`src/shared/fault_prot_defines.vh`:
```
// Constants for the drive fault-protection supervisor.
// Assumes a 100 MHz clock and the plain register port of the top module.
`ifndef FAULT_PROT_DEFINES_VH
`define FAULT_PROT_DEFINES_VH

// Register word addresses
`define A_CTRL 4'h0
`define A_ENABLE 4'h1
`define A_STATUS 4'h2
`define A_CLEAR 4'h3
`define A_OVSPD 4'h4
`define A_SPDWIN 4'h5
`define A_SPDTIME 4'h6
`define A_POSWIN 4'h7
`define A_POSTIME 4'h8
`define A_IPEAK 4'h9
`define A_ICONT 4'hA
`define A_I2TTIME 4'hB
`define A_BRON 4'hC
`define A_BROFF 4'hD
`define A_BUSLIM 4'hE
`define A_LIVE 4'hF

// Fault bit positions in the status word
`define F_HW 0
`define F_SW 1
`define F_CFG 2
`define F_OVC 3
`define F_BRPWR 4
`define F_OVV 5
`define F_UNV 6
`define F_DOT 7
`define F_HALL 8
`define F_ENC 9
`define F_IDX 10
`define F_MOT 11
`define F_OSPD 12
`define F_SPD 13
`define F_POS 14
`define NFAULT 15

// Control word fields
`define C_DRV_EN 0
`define C_MTYPE_LO 1
`define C_MTYPE_HI 2
`define MT_BLDC 2'h0
`define MT_PMDC 2'h1
`define MT_STEP 2'h2

// Enable-word bits (user-configurable protections)
`define E_HALL 0
`define E_ENC 1
`define E_IDX 2
`define E_MOT 3
`define E_OSPD 4
`define E_CTRL 5

// Rated limits and reset values
`define I_RATED 16'h0FA0
`define BR_MAX_US 32'h3D090
`define BR_MAX_CYC (`BR_MAX_US * 100)
`define RST_OVSPD 16'h14B4
`define RST_I2T 32'h0BEBC200
`define RST_BRON 16'h0348
`define RST_BROFF 16'h0334
`define RST_VMAX 16'h0370
`define RST_VMIN 16'h0064
`define CPR 16'h0FA0

`endif

```
`src/rtl/drive_fault_protection.v`:
```
// Fault-protection supervisor: trips, latches faults, disables the power stage.
// Assumes one 100 MHz clock; pin sensors are synchronised here, value inputs are not.
`timescale 1ns/1ps
`default_nettype none
`include "fault_prot_defines.vh"

// Register port: one-cycle strobes, read data one cycle later
// Pin-level faults cost two sync cycles before they can latch
// Value inputs arrive on this clock and are used as they stand
// Settings stay writable only while the drive is off

module drive_fault_protection (
    input wire I_REF_CLK,
    input wire I_SYS_RST,
    input wire [3:0] I_ADDR,
    input wire [31:0] I_WDATA,
    input wire I_WR,
    input wire I_RD,
    output reg [31:0] O_RDATA,
    input wire [2:0] I_HALL,
    input wire I_ENC_INDEX,
    input wire I_OVC,
    input wire I_DRV_OT,
    input wire I_MOT_OT,
    input wire I_HW_ERR,
    input wire I_SW_ERR,
    input wire [15:0] I_BUS_V,
    input wire [15:0] I_SPEED,
    input wire [15:0] I_SPEED_CMD,
    input wire [31:0] I_POS,
    input wire [31:0] I_POS_CMD,
    input wire [15:0] I_CUR_REQ,
    output reg [15:0] O_CUR_LIMIT,
    output reg O_DRV_EN,
    output reg O_FAULT,
    output reg O_BRAKE_RES
);

    // Absolute difference, used for speed and position windows
    function [31:0] absdiff;
        input [31:0] a;
        input [31:0] b;
        begin
            absdiff = ($signed(a) > $signed(b)) ? a - b : b - a;
        end
    endfunction

    // Limit a requested current to the rated maximum
    function [15:0] clamp_rated;
        input [15:0] v;
        begin
            clamp_rated = (v > `I_RATED) ? `I_RATED : v;
        end
    endfunction

    // Hall code to electrical sector, 3'h7 marks an illegal code
    function [2:0] hall_sector;
        input [2:0] h;
        begin
            case (h)
                3'h1: hall_sector = 3'h0;
                3'h3: hall_sector = 3'h1;
                3'h2: hall_sector = 3'h2;
                3'h6: hall_sector = 3'h3;
                3'h4: hall_sector = 3'h4;
                3'h5: hall_sector = 3'h5;
                default: hall_sector = 3'h7;
            endcase
        end
    endfunction

    reg [2:0] ctrl_q;
    reg [5:0] en_q;
    reg [`NFAULT-1:0] flt_q;
    reg [15:0] ovspd_q, spdwin_q, ipeak_q, icont_q, bron_q, broff_q, vmax_q, vmin_q;
    reg [31:0] spdtime_q, poswin_q, postime_q, i2ttime_q;

    // Two-flop synchronisers for pin inputs
    // Third stage only remembers the last hall code for transitions
    // Costs two cycles of reaction; a glitch shorter than one cycle may be lost
    reg [7:0] s1_q, s2_q;
    reg [7:0] s3_q;
    always @(posedge I_REF_CLK) begin
        if (I_SYS_RST) begin
            s1_q <= 8'h00;
            s2_q <= 8'h00;
            s3_q <= 8'h00;
        end else begin
            s1_q <= {I_SW_ERR, I_HW_ERR, I_MOT_OT, I_DRV_OT, I_OVC, I_HALL};
            s2_q <= s1_q;
            s3_q <= s2_q;
        end
    end
    wire [2:0] hall = s2_q[2:0];
    wire [2:0] hall_prev = s3_q[2:0];
    wire ovc = s2_q[3];
    wire dot = s2_q[4];
    wire mot = s2_q[5];
    wire hwe = s2_q[6];
    wire swe = s2_q[7];

    // Index pin synchroniser and rising-edge detector
    // Reset to low so a high pin at start reads as a real edge
    reg [1:0] idx_s_q;
    reg idx_prev_q;
    always @(posedge I_REF_CLK) begin
        if (I_SYS_RST) begin
            idx_s_q <= 2'h0;
            idx_prev_q <= 1'b0;
        end else begin
            idx_s_q <= {idx_s_q[0], I_ENC_INDEX};
            idx_prev_q <= idx_s_q[1];
        end
    end
    wire idx_rise = idx_s_q[1] & ~idx_prev_q;

    wire [1:0] mtype = ctrl_q[`C_MTYPE_HI:`C_MTYPE_LO];
    wire hall_motor = (mtype == `MT_BLDC);

    // Hall code and transition check: adjacent sectors only
    // Step of 1 or 5 means one sector either way; 0 means no change
    // Skipped sectors point to a broken or noisy sensor line
    wire [2:0] sec_now = hall_sector(hall);
    wire [2:0] sec_old = hall_sector(hall_prev);
    wire [2:0] sec_step = (sec_now >= sec_old) ? sec_now - sec_old : 3'h6 - (sec_old - sec_now);
    wire hall_bad = (sec_now == 3'h7) ||
        ((hall != hall_prev) && (sec_old != 3'h7) && sec_step != 3'h1 && sec_step != 3'h5);
    wire hall_trip = en_q[`E_HALL] & hall_motor & hall_bad;

    // Encoder sector from position, compared with hall sector
    // One sector of lead allowed, since hall arrives two cycles late
    wire [31:0] pos_mod = I_POS % {16'h0000, `CPR};
    wire [31:0] enc_sec_w = (pos_mod * 32'h6) / {16'h0000, `CPR};
    wire [2:0] enc_sec = enc_sec_w[2:0];
    wire enc_trip = en_q[`E_ENC] & hall_motor & (sec_now != 3'h7) &
        (enc_sec != sec_now) & (enc_sec != sec_now + 3'h1) &
        !(enc_sec == 3'h0 && sec_now == 3'h5);

    // Index must land where position count wraps
    // Either side of the wrap is accepted to absorb one count of skew
    wire idx_trip = en_q[`E_IDX] & idx_rise & (pos_mod != 32'h0) &
        (pos_mod != {16'h0000, `CPR} - 32'h1);

    // Overspeed on magnitude, either direction of rotation
    wire ospd_trip = en_q[`E_OSPD] & (absdiff({{16{I_SPEED[15]}}, I_SPEED}, 32'h0) >
        {16'h0000, ovspd_q});

    // Dwell counters for tracking windows; one enable gates both
    // Counters saturate so a long excursion never wraps back to zero
    reg [31:0] spd_cnt_q, pos_cnt_q;
    wire spd_out = absdiff({{16{I_SPEED[15]}}, I_SPEED},
        {{16{I_SPEED_CMD[15]}}, I_SPEED_CMD}) > {16'h0000, spdwin_q};
    wire pos_out = absdiff(I_POS, I_POS_CMD) > poswin_q;
    always @(posedge I_REF_CLK) begin
        if (I_SYS_RST || !en_q[`E_CTRL]) begin
            spd_cnt_q <= 32'h0;
            pos_cnt_q <= 32'h0;
        end else begin
            spd_cnt_q <= spd_out ? ((spd_cnt_q == 32'hFFFFFFFF) ? spd_cnt_q : spd_cnt_q + 32'h1)
                : 32'h0;
            pos_cnt_q <= pos_out ? ((pos_cnt_q == 32'hFFFFFFFF) ? pos_cnt_q : pos_cnt_q + 32'h1)
                : 32'h0;
        end
    end
    wire spd_trip = en_q[`E_CTRL] & spd_out & (spd_cnt_q >= spdtime_q);
    wire pos_trip = en_q[`E_CTRL] & pos_out & (pos_cnt_q >= postime_q);

    // Brake resistor hysteresis and on-time watchdog
    // On threshold checked first, so a bad pair leaves the resistor on
    // Watchdog count restarts every time the resistor turns off
    reg br_q;
    reg [31:0] br_cnt_q;
    always @(posedge I_REF_CLK) begin
        if (I_SYS_RST) begin
            br_q <= 1'b0;
            br_cnt_q <= 32'h0;
        end else begin
            if (I_BUS_V >= bron_q) begin
                br_q <= 1'b1;
            end else if (I_BUS_V <= broff_q) begin
                br_q <= 1'b0;
            end
            br_cnt_q <= br_q ? ((br_cnt_q == `BR_MAX_CYC) ? br_cnt_q : br_cnt_q + 32'h1) : 32'h0;
        end
    end
    wire br_trip = br_q & (br_cnt_q >= `BR_MAX_CYC);

    // I2T: peak allowed while the budget lasts, then continuous
    // Linear budget, not a true square law; cheaper and conservative enough
    reg [31:0] i2t_cnt_q;
    wire [15:0] ipk = clamp_rated(ipeak_q);
    wire [15:0] icn = clamp_rated(icont_q);
    wire above_cont = I_CUR_REQ > icn;
    wire peak_spent = i2t_cnt_q >= i2ttime_q;
    always @(posedge I_REF_CLK) begin
        if (I_SYS_RST) begin
            i2t_cnt_q <= 32'h0;
        end else if (above_cont) begin
            i2t_cnt_q <= peak_spent ? i2t_cnt_q : i2t_cnt_q + 32'h1;
        end else if (i2t_cnt_q != 32'h0) begin
            i2t_cnt_q <= i2t_cnt_q - 32'h1; // Recover budget while below continuous
        end
    end

    // Configuration checks: bad ranges, or write while enabled
    // Range faults persist until the offending setting is fixed
    wire is_cfg_addr = (I_ADDR >= `A_OVSPD) && (I_ADDR <= `A_BUSLIM);
    wire cfg_bad = (broff_q >= bron_q) || (vmin_q >= vmax_q) || (icont_q > ipeak_q) ||
        (mtype == 2'h3);
    wire cfg_trip = cfg_bad | (I_WR & is_cfg_addr & ctrl_q[`C_DRV_EN]);

    reg [`NFAULT-1:0] trip;
    always @* begin
        trip = {`NFAULT{1'b0}};
        trip[`F_HW] = hwe;
        trip[`F_SW] = swe;
        trip[`F_CFG] = cfg_trip;
        trip[`F_OVC] = ovc;
        trip[`F_BRPWR] = br_trip;
        trip[`F_OVV] = I_BUS_V > vmax_q;
        trip[`F_UNV] = I_BUS_V < vmin_q;
        trip[`F_DOT] = dot;
        trip[`F_HALL] = hall_trip;
        trip[`F_ENC] = enc_trip;
        trip[`F_IDX] = idx_trip;
        trip[`F_MOT] = en_q[`E_MOT] & mot;
        trip[`F_OSPD] = ospd_trip;
        trip[`F_SPD] = spd_trip;
        trip[`F_POS] = pos_trip;
    end

    // Register writes and sticky faults; a new trip beats a clear
    // Enable bit drops on its own while any fault is latched
    always @(posedge I_REF_CLK) begin
        if (I_SYS_RST) begin
            ctrl_q <= 3'h0;
            en_q <= 6'h00;
            flt_q <= {`NFAULT{1'b0}};
            ovspd_q <= `RST_OVSPD;
            spdwin_q <= 16'h0000;
            spdtime_q <= 32'h0;
            poswin_q <= 32'h0;
            postime_q <= 32'h0;
            ipeak_q <= `I_RATED;
            icont_q <= `I_RATED;
            i2ttime_q <= `RST_I2T;
            bron_q <= `RST_BRON;
            broff_q <= `RST_BROFF;
            vmax_q <= `RST_VMAX;
            vmin_q <= `RST_VMIN;
        end else begin
            if (I_WR && !ctrl_q[`C_DRV_EN]) begin
                // Settings locked while enabled
                case (I_ADDR)
                    `A_ENABLE: en_q <= I_WDATA[5:0];
                    `A_OVSPD: ovspd_q <= I_WDATA[15:0];
                    `A_SPDWIN: spdwin_q <= I_WDATA[15:0];
                    `A_SPDTIME: spdtime_q <= I_WDATA;
                    `A_POSWIN: poswin_q <= I_WDATA;
                    `A_POSTIME: postime_q <= I_WDATA;
                    `A_IPEAK: ipeak_q <= I_WDATA[15:0];
                    `A_ICONT: icont_q <= I_WDATA[15:0];
                    `A_I2TTIME: i2ttime_q <= I_WDATA;
                    `A_BRON: bron_q <= I_WDATA[15:0];
                    `A_BROFF: broff_q <= I_WDATA[15:0];
                    `A_BUSLIM: begin
                        vmax_q <= I_WDATA[31:16];
                        vmin_q <= I_WDATA[15:0];
                    end
                    default: ;
                endcase
            end
            if (I_WR && I_ADDR == `A_CTRL) begin
                ctrl_q <= I_WDATA[2:0];
            end else if (|flt_q) begin
                ctrl_q[`C_DRV_EN] <= 1'b0;
            end
            if (I_WR && I_ADDR == `A_CLEAR) begin
                flt_q <= (flt_q & ~I_WDATA[`NFAULT-1:0]) | trip;
            end else begin
                flt_q <= flt_q | trip;
            end
        end
    end

    // Outputs from flops; drive held off while any fault is latched
    // Live trip also gates the enable, saving one cycle of exposure
    // Read data is zero outside the slot after a read strobe
    always @(posedge I_REF_CLK) begin
        if (I_SYS_RST) begin
            O_DRV_EN <= 1'b0;
            O_FAULT <= 1'b0;
            O_BRAKE_RES <= 1'b0;
            O_CUR_LIMIT <= 16'h0000;
            O_RDATA <= 32'h0;
        end else begin
            O_DRV_EN <= ctrl_q[`C_DRV_EN] & ~(|flt_q) & ~(|trip);
            O_FAULT <= |flt_q;
            O_BRAKE_RES <= br_q;
            O_CUR_LIMIT <= peak_spent ? icn : ipk;
            O_RDATA <= 32'h0;
            if (I_RD) begin
                case (I_ADDR)
                    `A_CTRL: O_RDATA <= {29'h0, ctrl_q};
                    `A_ENABLE: O_RDATA <= {26'h0, en_q};
                    `A_STATUS: O_RDATA <= {17'h0, flt_q};
                    `A_OVSPD: O_RDATA <= {16'h0, ovspd_q};
                    `A_SPDWIN: O_RDATA <= {16'h0, spdwin_q};
                    `A_SPDTIME: O_RDATA <= spdtime_q;
                    `A_POSWIN: O_RDATA <= poswin_q;
                    `A_POSTIME: O_RDATA <= postime_q;
                    `A_IPEAK: O_RDATA <= {16'h0, ipk};
                    `A_ICONT: O_RDATA <= {16'h0, icn};
                    `A_I2TTIME: O_RDATA <= i2ttime_q;
                    `A_BRON: O_RDATA <= {16'h0, bron_q};
                    `A_BROFF: O_RDATA <= {16'h0, broff_q};
                    `A_BUSLIM: O_RDATA <= {vmax_q, vmin_q};
                    `A_LIVE: O_RDATA <= {29'h0, peak_spent, br_q, |flt_q};
                    default: O_RDATA <= 32'h0;
                endcase
            end
        end
    end

endmodule
`default_nettype wire

```
`config.mk`:
```
export PLATFORM = sky130hd
export DESIGN_NAME = drive_fault_protection
export DESIGN_NICKNAME = d
export VERILOG_FILES = /design/src/rtl/drive_fault_protection.v
export VERILOG_INCLUDE_DIRS = /design/src /design/src/shared
export SDC_FILE = /design/constraint.sdc
export NUM_CORES = 2
export LEC_CHECK = 0
export BUFFER_PORTS_ARGS = -buffer_cell sky130_fd_sc_hd__buf_2
export CORE_UTILIZATION = 60
export CTS_BUF_LIST = sky130_fd_sc_hd__clkbuf_8
export DETAILED_ROUTE_END_ITERATION = 10
export PLACE_DENSITY = 0.78
export RECOVER_POWER = 25
export SYNTH_ARGS = -nofsm -noshare
export SYNTH_HDL_FRONTEND = slang
export SYNTH_SLANG_ARGS = --single-unit
```
`constraint.sdc`:
```
create_clock -name I_REF_CLK -period 61.6 [get_ports I_REF_CLK]
set_input_delay 6.16 -clock I_REF_CLK [delete_from_list [all_inputs] [get_ports I_REF_CLK]]
set_output_delay 6.16 -clock I_REF_CLK [all_outputs]
set_load 0.01 [all_outputs]
```
After elaboration in Yosys (flattened, before gate mapping):

Index checks and enable logic that the tools add are counted.

* div/mod/pow operators: 2
* add/sub/neg operators: 14
* bitwise logic cells: 34
* muxes and demuxes: 18
* equality and inequality tests: 42
* multiply operators: 1
* reduce and logical (&&, ||, !) cells: 43
* $lt $le $gt $ge: 23

Operators with widths (number)
* $pmux 32 s15: 1
* $mux 32: 6
* $add 32x1->32 const B: 4
* $ge 32x32->1: 3
* $eq 32x32->1 const B: 2
* $gt 16x16->1: 4
* $gt 32x16->1: 2
* $gt 32x32->1: 2
* $reduce_bool 32->1: 2
* $sub 32x32->32: 2
* $ge 16x16->1: 3
* $mux 16: 3
* $pmux 3 s6: 2
* $sub 16x16->17: 2
* $div 32x12->32 const B: 1
* $eq 32x25->1 const B: 1
* $eq 4x4->1 const B: 8
* $ge 32x25->1 const B: 1
* $gt 16x12->1 const B: 2
* $mod 32x12->32 const B: 1
* $mul 32x2->31 const B: 1
* $ne 32x12->1 const B: 1
* $sub 32x1->32 const B: 1
* $or 15x15->15: 2
* 39 further kinds: 120

* input bits: 177
* output and inout port bits: 51
* word-level logic and storage cells: 208
* register bits after elaboration: 482

Depth between registers and ports, before layout:

* word-level depth: 13
* mapped depth: 184
* mapped depth without buffers: 149

Least setup slack after synthesis:

OpenSTA, ideal clock, no wires.

* path type: input-to-reg
* from: in I_POS[1]
* to: reg O_DRV_EN
* stages on the path: 158
* library setup time: 0.129 ns
* path buffers: 16
* slack: 15.328 ns
* arrival: 46.143 ns
* data required time: 61.471 ns
* cells stage by stage: inv_1 ha_1 or3b_1 or4_4 nor3_2 xnor2_1 and4_1 buf_4 nor2_4 a2111oi_0 nor3_1 nor4_1 a21oi_1 or4b_1 buf_4 a211o_1 o21ai_1 buf_4 [... 122 more ...] o2111a_1 or2_1 buf_4 o31a_2 a211oi_4 o21ai_2 a222oi_1 or4_1 a311oi_1 a2111oi_2 a211oi_1 nor4b_2 a32oi_1 o32ai_2 nor3_1 a211oi_1 o21ai_1 nor4b_2

* cells in the longest elaborated chain, start to end: 10
* elaborated cells on any way between the ends: 25
* those cells by class: add/sub: 2; mul: 1; div: 2; order compare: 2; eq/ne: 3; mux: 1; bitwise: 9; reduce/logical: 5

Ends and longest elaborated chain
* from (decl): line drive_fault_protection.v:30 `input wire [31:0] I_POS,`
* $mod 32x12->32: line drive_fault_protection.v:132 `` wire [31:0] pos_mod = I_POS % {16'h0000, `CPR}; ``
* $mul 32x2->31: line drive_fault_protection.v:133 `` wire [31:0] enc_sec_w = (pos_mod * 32'h6) / {16'h0000, `CPR}; ``
* $div 32x12->32: line drive_fault_protection.v:133
* $ne 3x3->1 / $logic_not 3->1 (equally long branches): line drive_fault_protection.v:136, drive_fault_protection.v:137
* $and 1x1->1 / $logic_and 1x1->1 (equally long branches): line drive_fault_protection.v:135, drive_fault_protection.v:137
* $and 1x1->1 / $logic_not 1->1 (equally long branches): line drive_fault_protection.v:135, drive_fault_protection.v:137
* $and 1x1->1: line drive_fault_protection.v:135 `` wire enc_trip = en_q[`E_ENC] & hall_motor & (sec_now != 3'h7) & ``
* $reduce_or 15->1 (*): line drive_fault_protection.v:297 `` O_DRV_EN <= ctrl_q[`C_DRV_EN] & ~(|flt_q) & ~(|trip); ``
* $not 1->1 (*): line drive_fault_protection.v:297
* $and 1x1->1 (*): line drive_fault_protection.v:297
* to (signal assigned): line drive_fault_protection.v:297
* to (decl): line drive_fault_protection.v:34 `output reg O_DRV_EN,`

Every way passes the cells marked *; elsewhere a longest branch is shown, timed or not.
A chain may end at the register's enable or synchronous reset.

Worst setup path after layout:

* from: in I_POS[1]
* to: reg flt_q[9]

* cells in the longest elaborated chain, start to end: 9
* elaborated cells on any way between the ends: 14
* those cells by class: mul: 1; div: 2; eq/ne: 2; mux: 1; bitwise: 5; reduce/logical: 3

Ends and longest elaborated chain
* $mod 32x12->32 (*): line drive_fault_protection.v:132
* $mul 32x2->31 (*): line drive_fault_protection.v:133
* $div 32x12->32 (*): line drive_fault_protection.v:133
* $ne 3x3->1 / $logic_not 3->1 (equally long branches): line drive_fault_protection.v:136, drive_fault_protection.v:137
* $and 1x1->1 / $logic_and 1x1->1 (equally long branches): line drive_fault_protection.v:135, drive_fault_protection.v:137
* $and 1x1->1 / $logic_not 1->1 (equally long branches): line drive_fault_protection.v:135, drive_fault_protection.v:137
* $and 1x1->1 (*): line drive_fault_protection.v:135
* $or 15x15->15, on equally long branches: line drive_fault_protection.v:281, drive_fault_protection.v:279
* $mux 15 (*): line drive_fault_protection.v:278 `` if (I_WR && I_ADDR == `A_CLEAR) begin ``
* to (signal assigned): line drive_fault_protection.v:238 `` flt_q <= {`NFAULT{1'b0}}; ``
* to (signal assigned): line drive_fault_protection.v:279 `` flt_q <= (flt_q & ~I_WDATA[`NFAULT-1:0]) | trip; ``
* to (signal assigned): line drive_fault_protection.v:281 `flt_q <= flt_q | trip;`
* to (decl): line drive_fault_protection.v:74 `` reg [`NFAULT-1:0] flt_q; ``

Marked as above.

==> flow_summary_export.csv <==
group,metric,value,unit
timing,tightest_slew,4060,ps
setup_path,worst_path_max_delay_cell,"sky130_fd_sc_hd__o311ai_1",
synthesis,ys.warnings.count,0,
synthesis,synth_flop_cell,"sky130_fd_sc_hd__dfxtp_1",
floorplan,die-height,315,um
drt,drt.antenna.violating_nets,0,
timing,min_period_over_period,93.6,%
synthesis,asyncSetResetFlopFracSynth,0,%
synthesis,yosys_register_bits,482,
place,preCtsSetupSlack,4340,ps
global_route,grt_pass1_wl,333000,um
floorplan,rows,114,
clocking,cts_num_sinks,482,
clocking,cts-root-buf,"sky130_fd_sc_hd__clkbuf_8",
timing,worst_slack,3940,ps
clocking,ctsLongestPathBuffers,3,
synthesis,synth_area_per_cell,7.31,um2
timing,timing.final.max_slew_violations,323,
global_route,via_count_of_the_first_global_routing_pass,58057,
global_route,track_usage,42.2,%
setup_path,timing.reg2reg.setup_slack,51030,ps
synthesis,synth_top_family_by_area,"compound AO/OA/AOI/OAI gates",
floorplan,pin_count,228,
place,detailedPlacementHpwl,171000,um
clocking,cts_tree,"built",
drt,drc,0,
clocking,worst_skew_pair.late_latency,700,ps
drt,routed_wire_length_per_instance,23.4,um
synthesis,synthAdderAreaFrac,10.3,%
setup_path,reg2reg_depth,55,
setup_path,regToRegEndpoint,"i2t_cnt_q[31]",
timing,timing.setup.tns,0,ps
layout,nets,8668,
setup_path,arrival,58050,ps
synthesis,synth-xor-area-share,8.75,%
drt,drt_first_iter_violations,8353,
drt,wl,219000,um
clocking,clk_pin_slew,70,ps
setup_path,setup.worst_path.end_class,"flip-flop",
layout,fillerInstances,8895,
hold_path,worst_hold_path_type,"reg2reg",
synthesis,post_synth_edffs,0,
setup_path,type_of_origin_of_the_critical_path,"input port",
place,finalWeightedCongestion,1.08,
run_status,violated_checks,"max-capacitance violations, max-slew violations",
clocking,cts.repair_timing.setup_buffer_count,0,
timing,period_minus_slack,57660,ps
timing,rsz_0062_raised_after_global_routing,"no",
synthesis,synth_compound_area_share,29.2,%
floorplan,design.core.area,0.0967,mm2
clocking,h-tree-depth,3,
hold_path,worst_hold_path_startpoint,"s1_q[0]",
drt,drt_pass_1_iters,7,
clocking,tritoncts.num_buffers,75,
synthesis,synth_simple_gate_area_share,25.8,%
layout,final_util,63.5,%
layout,drive_above_1_share,9.46,%
global_route,global_route.overflow_total,0,
synthesis,synth.mux.area_fraction,2.70,%
timing,timing.hold.ws,434,ps
synthesis,share_of_synthesized_area_occupied_by_flip_flops_and_latches,16.4,%
floorplan,fp.dieArea,0.0990,mm2
setup_path,worst_path_largest_cell_delay,860,ps
place,port_buffers,227,
drt,route.detailed.vias_per_inst,6.80,
run_status,run_status,"finished with violations",
layout,most-common-layout-cells,"1,002 x sky130_fd_sc_hd__nand2_1, 724 x sky130_fd_sc_hd__a21oi_1, 606 x sky130_fd_sc_hd__nor2_1, 485 x sky130_fd_sc_hd__inv_1, 482 x sky130_fd_sc_hd__dfxtp_1",
layout,mostFrequentLayoutCell,"sky130_fd_sc_hd__nand2_1",
timing,final.setup_skew,32.9,ps
hold_path,worstHoldPathCells,1,
setup_path,setup.worst_path.class,"in2reg",
setup_path,worst_r2r_startpoint,"icont_q[15]",
timing,max_freq,17.3,MHz
timing,number_of_setup_violations_in_the_final_report,0,
timing,final_hold_viol_count,0,
job,maxCapViolCount,4,
floorplan,die_x,315,um
synthesis,synthDistinctLibCells,180,
timing,relSlewSlack,-171,%
setup_path,worstPathMaxFanout,23,
synthesis,synth_area,0.0587,mm2
global_route,maximum_number_of_pins_on_one_net_before_global_route_repair,86,
global_route,antenna_found_initial,17,
layout,layout-area-overhead-vs-synth,4.65,%
hold_path,whs_endpoint,"s2_q[0]",
drt,dr_total_vias,63677,
setup_path,cp_data_required_time,61990,ps
floorplan,floorplan.initialDensity,60.7,%
synthesis,post_synth_inst_count,8021,
metal layers:
metal,GRT usage [%],vias up,wire length (um)
li1,-,29305,-
met1,56.7,30102,90500
met2,64.3,3627,93300
met3,10.0,639,25800
met4,17.1,4,9750
met5,0,-,27
timing repair:
item                       in CTS  in global routing
gates resized for setup         0                  2
setup endpoints to repair       0                  2
hold buffers                    0                  0
registers in the layout, summed over array words and instances (netlist names), 32 cells and up:
| register | count |
|---|---|
| postime_q | 32 |
| pos_cnt_q | 32 |
| i2t_cnt_q | 32 |
| O_RDATA | 32 |
| spd_cnt_q | 32 |
| i2ttime_q | 32 |
| br_cnt_q | 32 |
| poswin_q | 32 |
| spdtime_q | 32 |
Yosys cell counts, drive strengths merged, types with 84 or more instances:
cell,number,area (um2)
nor2b,115,719
a22oi,84,664
nand3,224,1160
buf,159,1240
clkbuf,217,886
a211oi,93,786
ha,464,5810
nand2,1014,3830
a31oi,134,945
nor2,626,2420
and3,89,559
nand2b,117,734
inv,473,1780
xnor2,392,3630
mux2i,108,1100
dfxtp,482,9650
o21ai,392,2040
nor4,95,701
nand4,131,820
nor3,251,1360
a21o,115,868
a21oi,742,3770
o211ai,120,941
xor2,163,1480
kinds of logic after synthesis:
kind of cell / Yosys count
buffers and inverters: 860
other: 2
AO/OA/AOI/OAI: 2447
AND/OR/NAND/NOR: 3044
adder cells (fa/ha/maj): 480
multiplexers: 150
XOR/XNOR: 556
flip-flops: 482
worst max path at each step:
stage                     startpoint        to  slack, ps  depth (start not counted)
after floorplan             I_POS[1]  O_DRV_EN      15330                        158
after global placement      I_POS[1]  O_DRV_EN       5790                        150
after detailed placement    I_POS[1]  O_DRV_EN       4340                        150
after CTS                   I_POS[1]  O_DRV_EN       4880                        150
after global routing        I_POS[1]  flt_q[9]        120                        150
final                       I_POS[1]  flt_q[9]       3940                        151
metrics by stage:
step                      area [um2]  std cells
after floorplan                58700       8027
after global placement         59900       9220
after detailed placement       59900       9220
after CTS                      61500       9351
after global routing           61400       9359
final                          61400       9360
area by class of cell:
class / count / area (um2) / area share, %
repair buffers: 300 / 1610 / 2.62
clock inverters: 37 / 279 / 0.454
flip-flops and latches: 482 / 9650 / 15.7
clock buffers: 94 / 1290 / 2.11
well taps: 1276 / 1600 / 2.60
multi-input cells: 6685 / 45200 / 73.5
inverters: 477 / 1790 / 2.92
diodes: 9 / 22.5 / 0.0367
worst max-delay path, delay by kind of cell:
family | cells | cell delay (ps)
xor gates and xnor gates | 3 | 1290
muxes | 4 | 1520
and+or+nand+nor | 45 | 14750
buffers and inverters | 4 | 1000
adders and majority gates | 2 | 660
AOI/OAI and AO/OA | 93 | 32530
Power is left out: the tool's default activity adds up to more than one toggle a clock period on the data nets, which glitch-free logic cannot reach.
